===== config.mk =====
export PLATFORM = sky130hd
export DESIGN_NAME = rcs_status
export DESIGN_NICKNAME = d
export VERILOG_FILES = /design/src/verilog/rcs_pkg.sv /design/src/verilog/rcs_flag_if.sv /design/src/verilog/rcs_flag_bank.sv /design/src/verilog/rcs_status.sv
export VERILOG_INCLUDE_DIRS = /design/src /design/src/verilog
export SDC_FILE = /design/constraint.sdc
export NUM_CORES = 1
export LEC_CHECK = 0
export BUFFER_PORTS_ARGS = -buffer_cell sky130_fd_sc_hd__buf_2
export CORE_MARGIN = 2
export CORE_UTILIZATION = 43
export CTS_CLUSTER_DIAMETER = 100
export DETAILED_ROUTE_END_ITERATION = 8
export PLACE_DENSITY = 0.82
export SKIP_CTS_REPAIR_TIMING = 1
export SYNTH_ARGS = -nofsm -noshare
export SYNTH_HDL_FRONTEND = slang
export SYNTH_SLANG_ARGS = --single-unit

===== constraint.sdc =====
create_clock -name clk -period 3.1 [get_ports clk]
set_input_delay 0.62 -clock clk [delete_from_list [all_inputs] [get_ports clk]]
set_output_delay 0.62 -clock clk [all_outputs]
set_load 0.005 [all_outputs]

===== src/verilog/rcs_params.svh =====
// Offsets, field positions and reset values of the read channel status block.
`ifndef RCS_PARAMS_SVH
`define RCS_PARAMS_SVH

// ----------------------------------------
// Register map
// ----------------------------------------
`define RCS_ADDR_W 8
`define RCS_DATA_W 32
`define RCS_OFF_ENABLE 8'h00
`define RCS_OFF_STATUS 8'h04

// ----------------------------------------
// Field positions
// ----------------------------------------
`define RCS_NFLAGS 3
`define RCS_BIT_CMP 12
`define RCS_BIT_DLY 13
`define RCS_BIT_ERR 14
`define RCS_BIT_RSVD 15
`define RCS_THR_LSB 16
`define RCS_THR_MSB 23
`define RCS_DLY_LSB 24
`define RCS_DLY_MSB 31
`define RCS_CNT_W 8

// ----------------------------------------
// Reset values
// ----------------------------------------
`define RCS_THR_RST 8'h01
`define RCS_DLY_RST 8'h00
`define RCS_FLAGS_RST 3'h0
`define RCS_WORD_ZERO 32'h0000_0000

`endif


===== src/verilog/rcs_pkg.sv =====
// Types shared by the read channel status block.
package rcs_pkg;

	// Position of each event inside the flag vector.
	typedef enum logic [1:0] {
		RCS_FLAG_CMP = 2'h0,
		RCS_FLAG_DLY = 2'h1,
		RCS_FLAG_ERR = 2'h2
	} rcs_flag_t;

	// Snapshot of the two read-only count fields.
	typedef struct packed {
		logic [7:0] delay_count;
		logic [7:0] threshold_count;
	} rcs_counts_t;

endpackage : rcs_pkg


===== src/verilog/rcs_flag_if.sv =====
// Carrier between the status top and its sticky flag bank.
`timescale 1ns/1ps
interface rcs_flag_if #(
	parameter int N = 3
);
	logic [N-1:0] set;
	logic [N-1:0] clr;
	logic [N-1:0] flags;

	modport ctrl (output set, output clr, input flags);
	modport bank (input set, input clr, output flags);
endinterface : rcs_flag_if


===== src/verilog/rcs_flag_bank.sv =====
// Bank of sticky event flags, cleared by writing one, where a set beats a clear.
`timescale 1ns/1ps
`include "rcs_params.svh"
module rcs_flag_bank #(
	parameter int N = 3
) (
	input wire logic clk,
	input wire logic sys_rst,
	rcs_flag_if.bank fb
);

	// ----------------------------------------
	// One sticky bit per event
	// ----------------------------------------
	genvar i;
	generate
		for (i = 0; i < N; i++) begin : g_flag
			// A set arriving with a clear keeps the flag, so no event is lost.
			always_ff @(posedge clk) begin
				if (sys_rst) begin
					fb.flags[i] <= 1'b0;
				end else if (fb.set[i]) begin
					fb.flags[i] <= 1'b1;
				end else if (fb.clr[i]) begin
					fb.flags[i] <= 1'b0;
				end
			end
		end
	endgenerate

endmodule : rcs_flag_bank


===== src/verilog/rcs_status.sv =====
// Interrupt status half of the read channel status register, with enables and interrupt.
// Functional notes
// - Descriptor mode: completion flag sets when a descriptor with end-of-frame finishes.
// - Simple mode: completion flag sets when a packet transfer fully completes.
// - Completion interrupts only when its enable is one and threshold is reached.
// - Delay-timeout flag, bit 13, sets whenever the delay timer expires.
// - Delay flag set with its enable one drives the interrupt.
// - Error flag, bit 14, sets on error; with enable it drives interrupt.
// - Bit 15 is reserved and always reads zero.
// - Bits 23 to 16 report threshold count, read only, reset to one.
// - Bits 31 to 24 report delay count, read only, reset to zero.
// - Without descriptor support both count fields stay at zero.
// - Writing one clears a flag; writing zero leaves it unchanged.
// - Writes leave the reserved bit and both count fields untouched.
`timescale 1ns/1ps
`include "rcs_params.svh"
module rcs_status #(
	parameter bit descriptor_support_param = 1'b1
) (
	input wire logic clk,
	input wire logic sys_rst,
	input wire logic [`RCS_ADDR_W-1:0] reg_addr,
	input wire logic [`RCS_DATA_W-1:0] reg_wdata,
	input wire logic reg_wr,
	input wire logic reg_rd,
	output logic [`RCS_DATA_W-1:0] reg_rdata,
	input wire logic desc_done,
	input wire logic desc_eof,
	input wire logic pkt_done,
	input wire logic delay_expired,
	input wire logic error_detect,
	input wire logic threshold_met,
	input wire logic [`RCS_CNT_W-1:0] threshold_count_in,
	input wire logic [`RCS_CNT_W-1:0] delay_count_in,
	output logic irq
);

	// ----------------------------------------
	// Flag bank
	// ----------------------------------------
	rcs_flag_if #(.N(`RCS_NFLAGS)) fl ();

	rcs_flag_bank #(.N(`RCS_NFLAGS)) u_bank (
		.clk(clk),
		.sys_rst(sys_rst),
		.fb(fl.bank)
	);

	logic completion_event_flag;
	logic delay_event_flag;
	logic error_event_flag;
	logic completion_interrupt_enable;
	logic delay_interrupt_enable;
	logic error_interrupt_enable;
	logic cmp_event;
	logic wr_status;
	logic wr_enable;
	logic next_irq;
	rcs_pkg::rcs_counts_t counts;
	logic [`RCS_DATA_W-1:0] status_word;
	logic [`RCS_DATA_W-1:0] enable_word;
	logic [`RCS_DATA_W-1:0] next_rdata;

	assign completion_event_flag = fl.flags[rcs_pkg::RCS_FLAG_CMP];
	assign delay_event_flag = fl.flags[rcs_pkg::RCS_FLAG_DLY];
	assign error_event_flag = fl.flags[rcs_pkg::RCS_FLAG_ERR];

	// ----------------------------------------
	// Event sources
	// ----------------------------------------
	// The completion source depends on how the channel was built.
	always_comb begin
		if (descriptor_support_param) begin
			cmp_event = desc_done & desc_eof;
		end else begin
			cmp_event = pkt_done;
		end
	end

	// Event pulses feed the set side of the bank.
	always_comb begin
		fl.set = '0;
		fl.set[rcs_pkg::RCS_FLAG_CMP] = cmp_event;
		fl.set[rcs_pkg::RCS_FLAG_DLY] = delay_expired;
		fl.set[rcs_pkg::RCS_FLAG_ERR] = error_detect;
	end

	// ----------------------------------------
	// Register writes
	// ----------------------------------------
	assign wr_status = reg_wr && (reg_addr == `RCS_OFF_STATUS);
	assign wr_enable = reg_wr && (reg_addr == `RCS_OFF_ENABLE);

	// A one in a flag position clears it; zeros and other bits do nothing.
	always_comb begin
		fl.clr = '0;
		if (wr_status) begin
			fl.clr[rcs_pkg::RCS_FLAG_CMP] = reg_wdata[`RCS_BIT_CMP];
			fl.clr[rcs_pkg::RCS_FLAG_DLY] = reg_wdata[`RCS_BIT_DLY];
			fl.clr[rcs_pkg::RCS_FLAG_ERR] = reg_wdata[`RCS_BIT_ERR];
		end
	end

	// Enables share the flag layout so software can reuse one mask word.
	always_ff @(posedge clk) begin
		if (sys_rst) begin
			completion_interrupt_enable <= 1'b0;
			delay_interrupt_enable <= 1'b0;
			error_interrupt_enable <= 1'b0;
		end else if (wr_enable) begin
			completion_interrupt_enable <= reg_wdata[`RCS_BIT_CMP];
			delay_interrupt_enable <= reg_wdata[`RCS_BIT_DLY];
			error_interrupt_enable <= reg_wdata[`RCS_BIT_ERR];
		end
	end

	// ----------------------------------------
	// Count status fields
	// ----------------------------------------
	// Counts follow the counters only; no bus write reaches them.
	always_ff @(posedge clk) begin
		if (sys_rst) begin
			// A simple build must read zero even straight after reset, so the reset value is gated too.
			counts.threshold_count <= descriptor_support_param ? `RCS_THR_RST : '0;
			counts.delay_count <= descriptor_support_param ? `RCS_DLY_RST : '0;
		end else if (descriptor_support_param) begin
			counts.threshold_count <= threshold_count_in;
			counts.delay_count <= delay_count_in;
		end else begin
			counts.threshold_count <= '0;
			counts.delay_count <= '0;
		end
	end

	// ----------------------------------------
	// Read path
	// ----------------------------------------
	// Low status bits belong to other logic and read as zero here.
	always_comb begin
		status_word = `RCS_WORD_ZERO;
		status_word[`RCS_BIT_CMP] = completion_event_flag;
		status_word[`RCS_BIT_DLY] = delay_event_flag;
		status_word[`RCS_BIT_ERR] = error_event_flag;
		status_word[`RCS_BIT_RSVD] = 1'b0;
		status_word[`RCS_THR_MSB:`RCS_THR_LSB] = counts.threshold_count;
		status_word[`RCS_DLY_MSB:`RCS_DLY_LSB] = counts.delay_count;
	end

	// The enable word shows only the three enable bits.
	always_comb begin
		enable_word = `RCS_WORD_ZERO;
		enable_word[`RCS_BIT_CMP] = completion_interrupt_enable;
		enable_word[`RCS_BIT_DLY] = delay_interrupt_enable;
		enable_word[`RCS_BIT_ERR] = error_interrupt_enable;
	end

	// Unmapped addresses answer zero rather than stalling the master.
	always_comb begin
		next_rdata = `RCS_WORD_ZERO;
		if (reg_rd) begin
			case (reg_addr)
				`RCS_OFF_STATUS: next_rdata = status_word;
				`RCS_OFF_ENABLE: next_rdata = enable_word;
				default: next_rdata = `RCS_WORD_ZERO;
			endcase
		end
	end

	// Read data stands only in the cycle after the strobe.
	always_ff @(posedge clk) begin
		if (sys_rst) begin
			reg_rdata <= `RCS_WORD_ZERO;
		end else begin
			reg_rdata <= next_rdata;
		end
	end

	// ----------------------------------------
	// Interrupt output
	// ----------------------------------------
	// Completion also waits for the threshold, so bursts of small packets coalesce.
	always_comb begin
		next_irq = (completion_event_flag & completion_interrupt_enable & threshold_met)
			| (delay_event_flag & delay_interrupt_enable)
			| (error_event_flag & error_interrupt_enable);
	end

	// Registered for a clean level; it lags the flags by one cycle.
	always_ff @(posedge clk) begin
		if (sys_rst) begin
			irq <= 1'b0;
		end else begin
			irq <= next_irq;
		end
	end
endmodule : rcs_status


==> metrics.md, run 1 <==
| Metric | Value |
|---|---|
| Setup repair after global routing missed its margin | false |
| Total congestion overflow | 0 |
| DRT antenna net count | 0 |
| Maximum clock path buffer count | 2 |
| Distinct cells, synth | 23 |
| Commonest non-fill, non-tap cell in the layout | buf_2 |
| Lkg Pwr | 0.817 nW |
| Synth area leader | dfxtp_1 |
| Site Rows | 20 |
| DR WL/cell | 10.0 um |
| Critical Path Source Type | input pin |
| Num Clock Sinks | 42 |
| Mapped Area | 1430 um^2 |
| Synth Instances | 132 |
| Via-to-Cell Ratio | 4.37 |
| Largest cells by area after synthesis | dfxtp_1, and2_1, buf_4 |
| Total I/O pin count | 99 |
| Inserted Diodes | 0 |
| Die ar. | 3810 um^2 |
| First-pass GRT wire length | 3640 um |
| 1st-iter DRT viols | 29 |
| Worst vdd ir | 0.271 mV |
| CP max FO | 24 |
| Chip width | 61.7 um |
| Slew @ Worst Pin | 0.597 ns |
| Input/output buffers | 55 |
| Final Hold Viols | 0 |
| Initial Util | 46.2% |
| Insertion delay to the later sink of the worst-skew pair | 0.33 ns |
| Vias in the first global route | 885 |
| Power Density | 491 nW/um^2 |
| CTS tree | yes |
| Die height | 61.7 um |
| Commonest non-fill, non-tap cells in the layout | buf_2, dfxtp_1, and2_1 |
| Mean Syn Cell Area | 10.9 um^2 |
| Status | completed |
| Yosys reg bits | 42 |
| CP peak stage delay | 0.70 ns |
| GR Util All Layers | 13.7% |
| Endpoint class of the critical path | flop |
| Slowest CP cell | or4b_2 |
| Area after DPL | 1670 um^2 |
| CTS root buf | clkbuf_4 |
| Slew margin rel. | 59.9% |
| Post-synthesis sequential area ratio | 58.7% |
| Routability cong. | 0.716 |
| Max cap viols | 0 |
| Largest net degree at the start of global routing | 25 |
| Vias | 1,010 |
| Detailed Place HPWL | 1820 um |
| Setup Skew | 0.00306 ns |
| Nets | 253 |
| Min Clock Period, post-route | 1.97 ns |
| DRT Pass-1 Iters | 3 |
| Final instance area | 1720 um^2 |
| H-tree depth | 2 |
| Synthesis Warnings | 0 |
| Hold Path Class | flop to flop |
| FMAX | 0.507 GHz |
| Share of cells above drive strength 1 | 35.8% |
| Final setup fails | 0 |
| Reg clk slew, reported paths | 0.10 ns |
| Post-synth top area share | 58.7% |
| CTS Buf Count | 5 |
| Critical Path AT | 2.25 ns |
| Setup CP Type | input pin to flop |
| Core area | 3100 um^2 |
| Period utilisation layout | 63.6% |
| Setup tns final | 0 ns |
| CP Data Required Time | 3.38 ns |
| Drt total wl | 2310 um |
| Area Growth Syn to Fin | 20.1% |
| Crit-path cells | buf_2, or4b_2, nor4_4, and2_1 |
| Initial antenna violation count | 0 |
| Final Max Tran Viols | 0 |
| Detailed-route DRC error count | 0 |
-- path summary, 6_finish.rpt --
check                              start            end  slack, ns  cells past startpoint
setup / recovery                 sys_rst  reg_rdata[21]       1.13                      4
hold / removal                counts[15]  reg_rdata[31]       0.44                      1
setup reg to reg  error_interrupt_enable            irq       2.35                      2
hold reg to reg               counts[15]  reg_rdata[31]       0.44                      1
-- cells in the mapped netlist (all sizes together) --
cell type,instances
nand2,4
nor2b,15
a21oi,7
nand4,3
mux2i,3
nor4,2
or4,1
clkbuf,4
or3,1
nor2,3
o31ai,6
inv,3
nor4b,1
a22oi,1
dfxtp,42
or2,1
buf,15
conb,1
and2,16
nand3,1
or4b,2
-- critical path, delay by kind of cell --
| kind | cells | cell delay (ns) |
|---|---|---|
| buf+inv | 1 | 0.23 |
| simple gates | 3 | 1.39 |
-- registers in the layout, indices dropped and copies added, names as in the netlist --
signal and cells:
reg_rdata 19, counts 16, u_bank.fb.flags 3, completion_interrupt_enable 1, delay_interrupt_enable 1, error_interrupt_enable 1
irq 1
-- per-stage QoR --
stage,util [%],power (W),worst slack (ns),cells,hold WS (ns)
finish,55.4,0.000845,1.13,231,0.436
floorplan,-,0.000607,1.21,144,0.406
detailed placement,53.9,0.000623,0.673,224,0.411
global route,55.4,0.000897,0.999,231,0.440
CTS,55.4,0.000857,1.04,231,0.437
global placement,53.9,0.000621,0.738,224,0.408
-- report_power, final --
part | total, W | switching, W | internal [W]
registers | 0.000557 | 0.00000398 | 0.000553
logic | 0.0000531 | 0.0000263 | 0.0000268
clock network | 0.000235 | 0.000153 | 0.0000817
-- cell families after synthesis --
logic type	synth area share [%]
other	0.262
AOI/OAI and AO/OA	6.11
and+or+nand+nor	22.6
muxes	2.10
buffers and inverters	10.2
DFF	58.7
-- final cells by class --
cell class,count,area (um^2)
Inverter,3,11.3
Multi-Input combinational cell,80,490
Tap cell,44,55.1
Clock buffer,5,37.5
Sequential cell,42,841
Fill cell,310,1380
Clock inverter,2,10.0
Timing Repair Buffer,55,275
-- routing by layer --
| layer | track usage (%) | wire (um) |
|---|---|---|
| met1 | 13.3 | 917 |
| met5 | 0 | 0 |
| met4 | 5.47 | 23 |
| met3 | 7.87 | 267 |
| met2 | 23.9 | 1100 |
Note: power is estimated with default switching activity, not from simulation.
==> run 2, diff against run 1 <==
CORE_UTILIZATION = 36   (was 43)
PLACE_DENSITY = 0.73   (was 0.82)
clock period = 1.6 ns   (was 3.1 ns; I/O delays follow)
==> run 2 against run 1 <==
  * Power up 130%
  * Clock power rose to 3.4 times the previous value
  * Core utilization down 6.3 points
  * Via count up 1.6%
  * Sequential share of layout area down 3.1 points
  * Hold slack worse by 0.22 ns
  * Cell count up 4.3%
  * Global-route usage down 1.9 points
  * Cell area up 6.8%
  * Register-to-register slack worse by 1.5 ns
  * Critical path depth up 1
  * Die area up 18%
  * Critical path type unchanged
  * Highest routed layer unchanged
==> metrics.md, run 2 (synthesis gave the netlist of run 1 again) <==
| Metric | Value |
|---|---|
| Status | completed |
| Power Density | 1080 nW/um^2 (+120%) |
| Total congestion overflow | 0 (unchanged) |
| Die ar. | 4500 um^2 (+18%) |
| Largest regs | reg_rdata x19, counts x16, u_bank.fb.flags x3 |
| Max cap viols | 0 (unchanged) |
| Routability cong. | 0.726 (+1.5%) |
| Detailed Place HPWL | 1790 um (-1.5%) |
| Hold Path Stages | 2 (+1) |
| PnR worst setup slack | 0.177 ns (-0.951 ns) |
| Setup repair after global routing missed its margin | false |
| Final setup fails | 0 (unchanged) |
| Chip width | 67.1 um (+8.7%) |
| DRT Pass-1 Iters | 4 (+1) |
| Maximum clock path buffer count | 2 (unchanged) |
| R2r worst-path depth | 2 (unchanged) |
| Period utilisation layout | 88.9% |
| CTS root buf | clkbuf_8 |
| Die height | 67.1 um (+8.7%) |
| Drt total wl | 2370 um (+2.8%) |
| Initial antenna violation count | 0 (unchanged) |
| Critical Path Source Type | input pin |
| Max reg flops | 19 (unchanged) |
| DR WL/cell | 9.85 um (-1.5%) |
| Share of cells above drive strength 1 | 37.3% (+1.5 points) |
| Power, Total | 0.00198 W (+130%) |
| Input/output buffers | 55 (unchanged) |
| CP Data Required Time | 1.83 ns (-1.55 ns) |
| Vias in the first global route | 898 (+1.5%) |
| Commonest non-fill, non-tap cell in the layout | buf_2 |
| Via-to-Cell Ratio | 4.26 (-2.6%) |
| Site Rows | 22 (+10%) |
| Inserted Diodes | 0 (unchanged) |
| Setup Skew | 0.00178 ns (-0.00128 ns) |
| Num Clock Sinks | 42 (unchanged) |
| Commonest non-fill, non-tap cells in the layout | buf_2, dfxtp_1, and2_1 |
| Insertion delay to the later sink of the worst-skew pair | 0.28 ns (-0.05 ns) |
| Place WS | -0.127 ns (-0.800 ns) |
| Top reg by flops | reg_rdata |
| 1st-iter DRT viols | 40 (+38%) |
| Lkg Pwr | 0.865 nW (+5.8%) |
| Final Hold Viols | 0 (unchanged) |
| CTS Buf Count | 5 (unchanged) |
| Slew margin rel. | 63.5% (+3.6 points) |
| Critical Path AT | 1.66 ns (-0.59 ns) |
| CP max FO | 16 (-33%) |
| Area Growth Syn to Fin | 28.3% |
| Final Max Tran Viols | 0 (unchanged) |
| Setup CP Type | input pin to flop |
| Initial Util | 38.3% (-7.9 points) |
| Largest net degree at the start of global routing | 24 (-4.0%) |
| Nets | 258 (+2.0%) |
| Reg clk slew, reported paths | 0.07 ns (-0.03 ns) |
| Core area | 3740 um^2 (+21%) |
| Endpoint class of the critical path | flop |
| GR Util All Layers | 11.8% (-1.9 points) |
| Hold Path Class | input pin to flop |
| Slew @ Worst Pin | 0.540 ns (-0.0571 ns) |
| FMAX | 0.703 GHz |
| Total I/O pin count | 99 (unchanged) |
| Detailed-route DRC error count | 0 (unchanged) |
| Min Clock Period, post-route | 1.42 ns |
| H-tree depth | 2 (unchanged) |
| First-pass GRT wire length | 3840 um (+5.5%) |
| Worst vdd ir | 0.469 mV (+73%) |
| Post-route core utilization | 49.1% (-6.3 points) |
| Vias | 1,026 (+1.6%) |
| DRT antenna net count | 0 (unchanged) |
| CTS tree | yes |
## run 2: cell count changes in the layout (fill, tap and decap cells not counted), moves of 2 or more
cell      before  now
buf_4          0    4
clkbuf_4       5    0
clkbuf_8       0    5
clkinv_2       2    0
## run 2: layout make-up
class,instances,area (um^2)
timing repair buffer,60,325
tap,48,60.1
clock buffer,6,72.6
inverter,3,11.3
multi-input combinational,80,490
clock inverter,2,37.5
sequential,42,841
fill,371,1910
## run 2: final timing paths
kind                     startpoint       endpoint  slack (ns)
max reg2reg  error_interrupt_enable            irq        0.84
min reg2reg               counts[8]  reg_rdata[24]        0.43
min           threshold_count_in[0]      counts[0]        0.22
max                     reg_addr[4]  reg_rdata[25]        0.18
## run 2: per-layer routing
metal	wire length [um]	track usage [%]	up-vias
li1	-	-	524
met1	1040	13.5	446
met2	1040	18.7	51
met3	249	5.41	5
met4	39	5.36	0
met5	0	0	-
## run 2: where the power goes
group	switching, W	leakage [nW]	total (W)	internal (W)
clock	0.000331	0.0514	0.000796	0.000465
sequential	0.00000710	0.344	0.00108	0.00107
combinational	0.0000534	0.470	0.000111	0.0000576
## run 2: per-stage QoR
step	instances	cell area, um^2	hold WS, ns	setup TNS (ns)
6_report	241	1840	0.217	0
5_1_grt	241	1840	0.219	0
4_1_cts	241	1840	0.209	0
3_5_place_dp	233	1730	0.411	-2.60
3_3_place_gp	233	1730	0.408	-2.24
2_1_floorplan	144	1480	0.392	0
## run 2: worst max-delay path, cell delays in order
cell and delay (ns):
buf_2 0.11, or4b_2 0.72, nor4_4 0.21, buf_12 0.17, and2_1 0.12
==> run 3, diff against run 2 <==
CELL_PAD_IN_SITES_DETAIL_PLACEMENT = 1   (was default)
CELL_PAD_IN_SITES_GLOBAL_PLACEMENT = 1   (was default)
CORE_UTILIZATION = 26   (was 36)
CTS_CLUSTER_SIZE = 12   (was default)
PLACE_DENSITY = 0.74   (was 0.73)
==> run 3 against run 2 <==
  * Die area grew 36%
  * First-iteration DRC count is 53% lower
  * Via count grew 2.7%
  * Critical endpoint unchanged
  * Sequential cell count unchanged
  * Global-route usage fell by 2.1 points
  * Sequential power about the same
  * Cell area grew 4.6%
  * Hold slack got worse by 0.011 ns
  * Highest routed layer unchanged
  * Power up 11%
  * Sequential share of layout area down 2.0 points
  * Largest cell class unchanged
==> metrics.md, run 3 (synthesis gave the netlist of run 1 again) <==
| Metric | Value |
|---|---|
| Status | completed |
| Worst vdd ir | 0.511 mV (+8.9%) |
| Hold Path Class | input pin to flop |
| Critical Path Source Type | input pin |
| Detailed Place HPWL | 2190 um (+22%) |
| Internal power | 0.00180 W (+13%) |
| CP max FO | 16 (unchanged) |
| Total I/O pin count | 99 (unchanged) |
| PnR worst setup slack | 0.174 ns (-0.00272 ns) |
| Insertion delay to the later sink of the worst-skew pair | 0.29 ns (about the same) |
| Setup repair after global routing missed its margin | false |
| CP Launch Point | reg_addr[4] |
| Die ar. | 6120 um^2 (+36%) |
| First-pass GRT wire length | 4460 um (+16%) |
| Setup CP Type | input pin to flop |
| Top Family by Delay on Critical Path | simple AND/OR/NAND/NOR gates |
| Num Clock Sinks | 42 (unchanged) |
| Net switching power figure | 0.000414 W (+5.9%) |
| Vias in the first global route | 956 (+6.5%) |
| Max reg flops | 19 (unchanged) |
| Die height | 78.2 um (+17%) |
| Detailed-route DRC error count | 0 (unchanged) |
| Final Hold Viols | 0 (unchanged) |
| Area after DPL | 1780 um^2 (+3.0%) |
| DR WL/cell | 10.5 um (+7.1%) |
| Setup tns final | 0 ns (unchanged) |
| Total congestion overflow | 0 (unchanged) |
| Site Rows | 27 (+23%) |
| Lkg Pwr | 0.900 nW (+4.1%) |
| Vias | 1,054 (+2.7%) |
| Critical Path AT | 1.66 ns (about the same) |
| Sw Share | 18.7% (-0.98 points) |
| Routability cong. | 0.642 (-12%) |
| GR Util All Layers | 9.72% (-2.1 points) |
| CP Data Required Time | 1.83 ns (about the same) |
| Slowest CP cell | or4b_2 |
| Sequential power share | 48.8% (-5.5 points) |
| Seq. cell area | 841 um^2 (unchanged) |
| Min Clock Period, post-route | 1.43 ns (+0.00272 ns) |
| 1st-iter DRT viols | 19 (-53%) |
| Initial Util | 26.5% (-12 points) |
| Worst hold path startpoint | threshold_count_in[0] |
| Power Density | 1150 nW/um^2 (+6.5%) |
| Via-to-Cell Ratio | 3.93 (-7.6%) |
| Endpoint class of the critical path | flop |
| Maximum clock path buffer count | 2 (unchanged) |
| FMAX | 0.701 GHz (-0.19%) |
| Multi-input logic area | 490 um^2 (unchanged) |
| DRT antenna net count | 0 (unchanged) |
| Largest net degree at the start of global routing | 24 (unchanged) |
| Final instance area | 1920 um^2 (+4.6%) |
| Place WS | -0.133 ns (-0.00647 ns) |
| Drt total wl | 2830 um (+19%) |
| H-tree depth | 2 (unchanged) |
| Period utilisation layout | 89.1% (+0.17 points) |
| Core area | 5410 um^2 (+44%) |
| Commonest non-fill, non-tap cell in the layout | buf_2 |
| CP peak stage delay | 0.72 ns (about the same) |
| Clock power share | 46.0% (+5.9 points) |
| CTS root buf | clkbuf_8 |
| Largest regs | reg_rdata x19, counts x16, u_bank.fb.flags x3 |
| Area Growth Syn to Fin | 34.2% |
| Post-route core utilization | 35.6% (-14 points) |
| Comb power frac | 5.2% (-0.4 points) |
| Reg clk slew, reported paths | 0.08 ns (about the same) |
| Layout filler cell count | 642 (+73%) |
| Chip width | 78.2 um (+17%) |
| Hold Slack | 0.206 ns (-0.0111 ns) |
| Final setup fails | 0 (unchanged) |
| Nets | 261 (+1.2%) |
| Share of cells above drive strength 1 | 38.8% (+1.5 points) |
| CTS Buf Count | 5 (unchanged) |
| Input/output buffers | 55 (unchanged) |
| Crit-path cells | buf_2, or4b_2, nor4_4, buf_12, and2_1 |
| Initial antenna violation count | 0 (unchanged) |
| Max cap viols | 0 (unchanged) |
| Inserted Diodes | 0 (unchanged) |
| CP bufs+invs | 2 (unchanged) |
| Commonest non-fill, non-tap cells in the layout | buf_2, dfxtp_1, and2_1 |
| DRT Pass-1 Iters | 4 (unchanged) |
| CTS tree | yes |
| Final Max Tran Viols | 0 (unchanged) |
| Top reg by flops | reg_rdata |
| Worst R2R Start | error_interrupt_enable |
| Setup Skew | 0.00371 ns (+0.00193 ns) |
run 3: final cells by class:
class | instances | area share, %
sequential | 42 | 43.7
multi-input combinational | 80 | 25.5
timing repair buffer | 63 | 18.1
tap | 72 | 4.68
clock buffer | 6 | 4.29
clock inverter | 2 | 3.12
inverter | 3 | 0.586
run 3: final timing paths:
check	to	slack [ns]	depth (start not counted)
setup / recovery	reg_rdata[25]	0.17	5
hold / removal	counts[0]	0.21	2
setup reg to reg	irq	0.84	2
hold reg to reg	reg_rdata[23]	0.43	1
run 3: power by group through the flow:
stage | Sequential (W) | Clock (W) | Combinational [W]
finish | 0.00108 | 0.00102 | 0.000116
global route | 0.00108 | 0.00109 | 0.000132
CTS | 0.00108 | 0.00104 | 0.000117
detailed placement | 0.00110 | 0 | 0.000117
global placement | 0.00110 | 0 | 0.000115
floorplan | 0.00110 | 0 | 0.0000756
run 3: metrics by stage:
stage	total power, W	instances
6_report	0.00221	268
5_1_grt	0.00231	268
4_1_cts	0.00224	268
3_5_place_dp	0.00122	260
3_3_place_gp	0.00122	260
2_1_floorplan	0.00118	144
run 3: metal layers:
metal | part of all wire (%) | GRT usage [%] | up-vias
met5 | 0 | 0 | -
li1 | - | - | 531
met4 | 1.5 | 5.26 | 0
met3 | 10 | 4.14 | 5
met1 | 43 | 11.2 | 466
met2 | 46 | 15.2 | 52
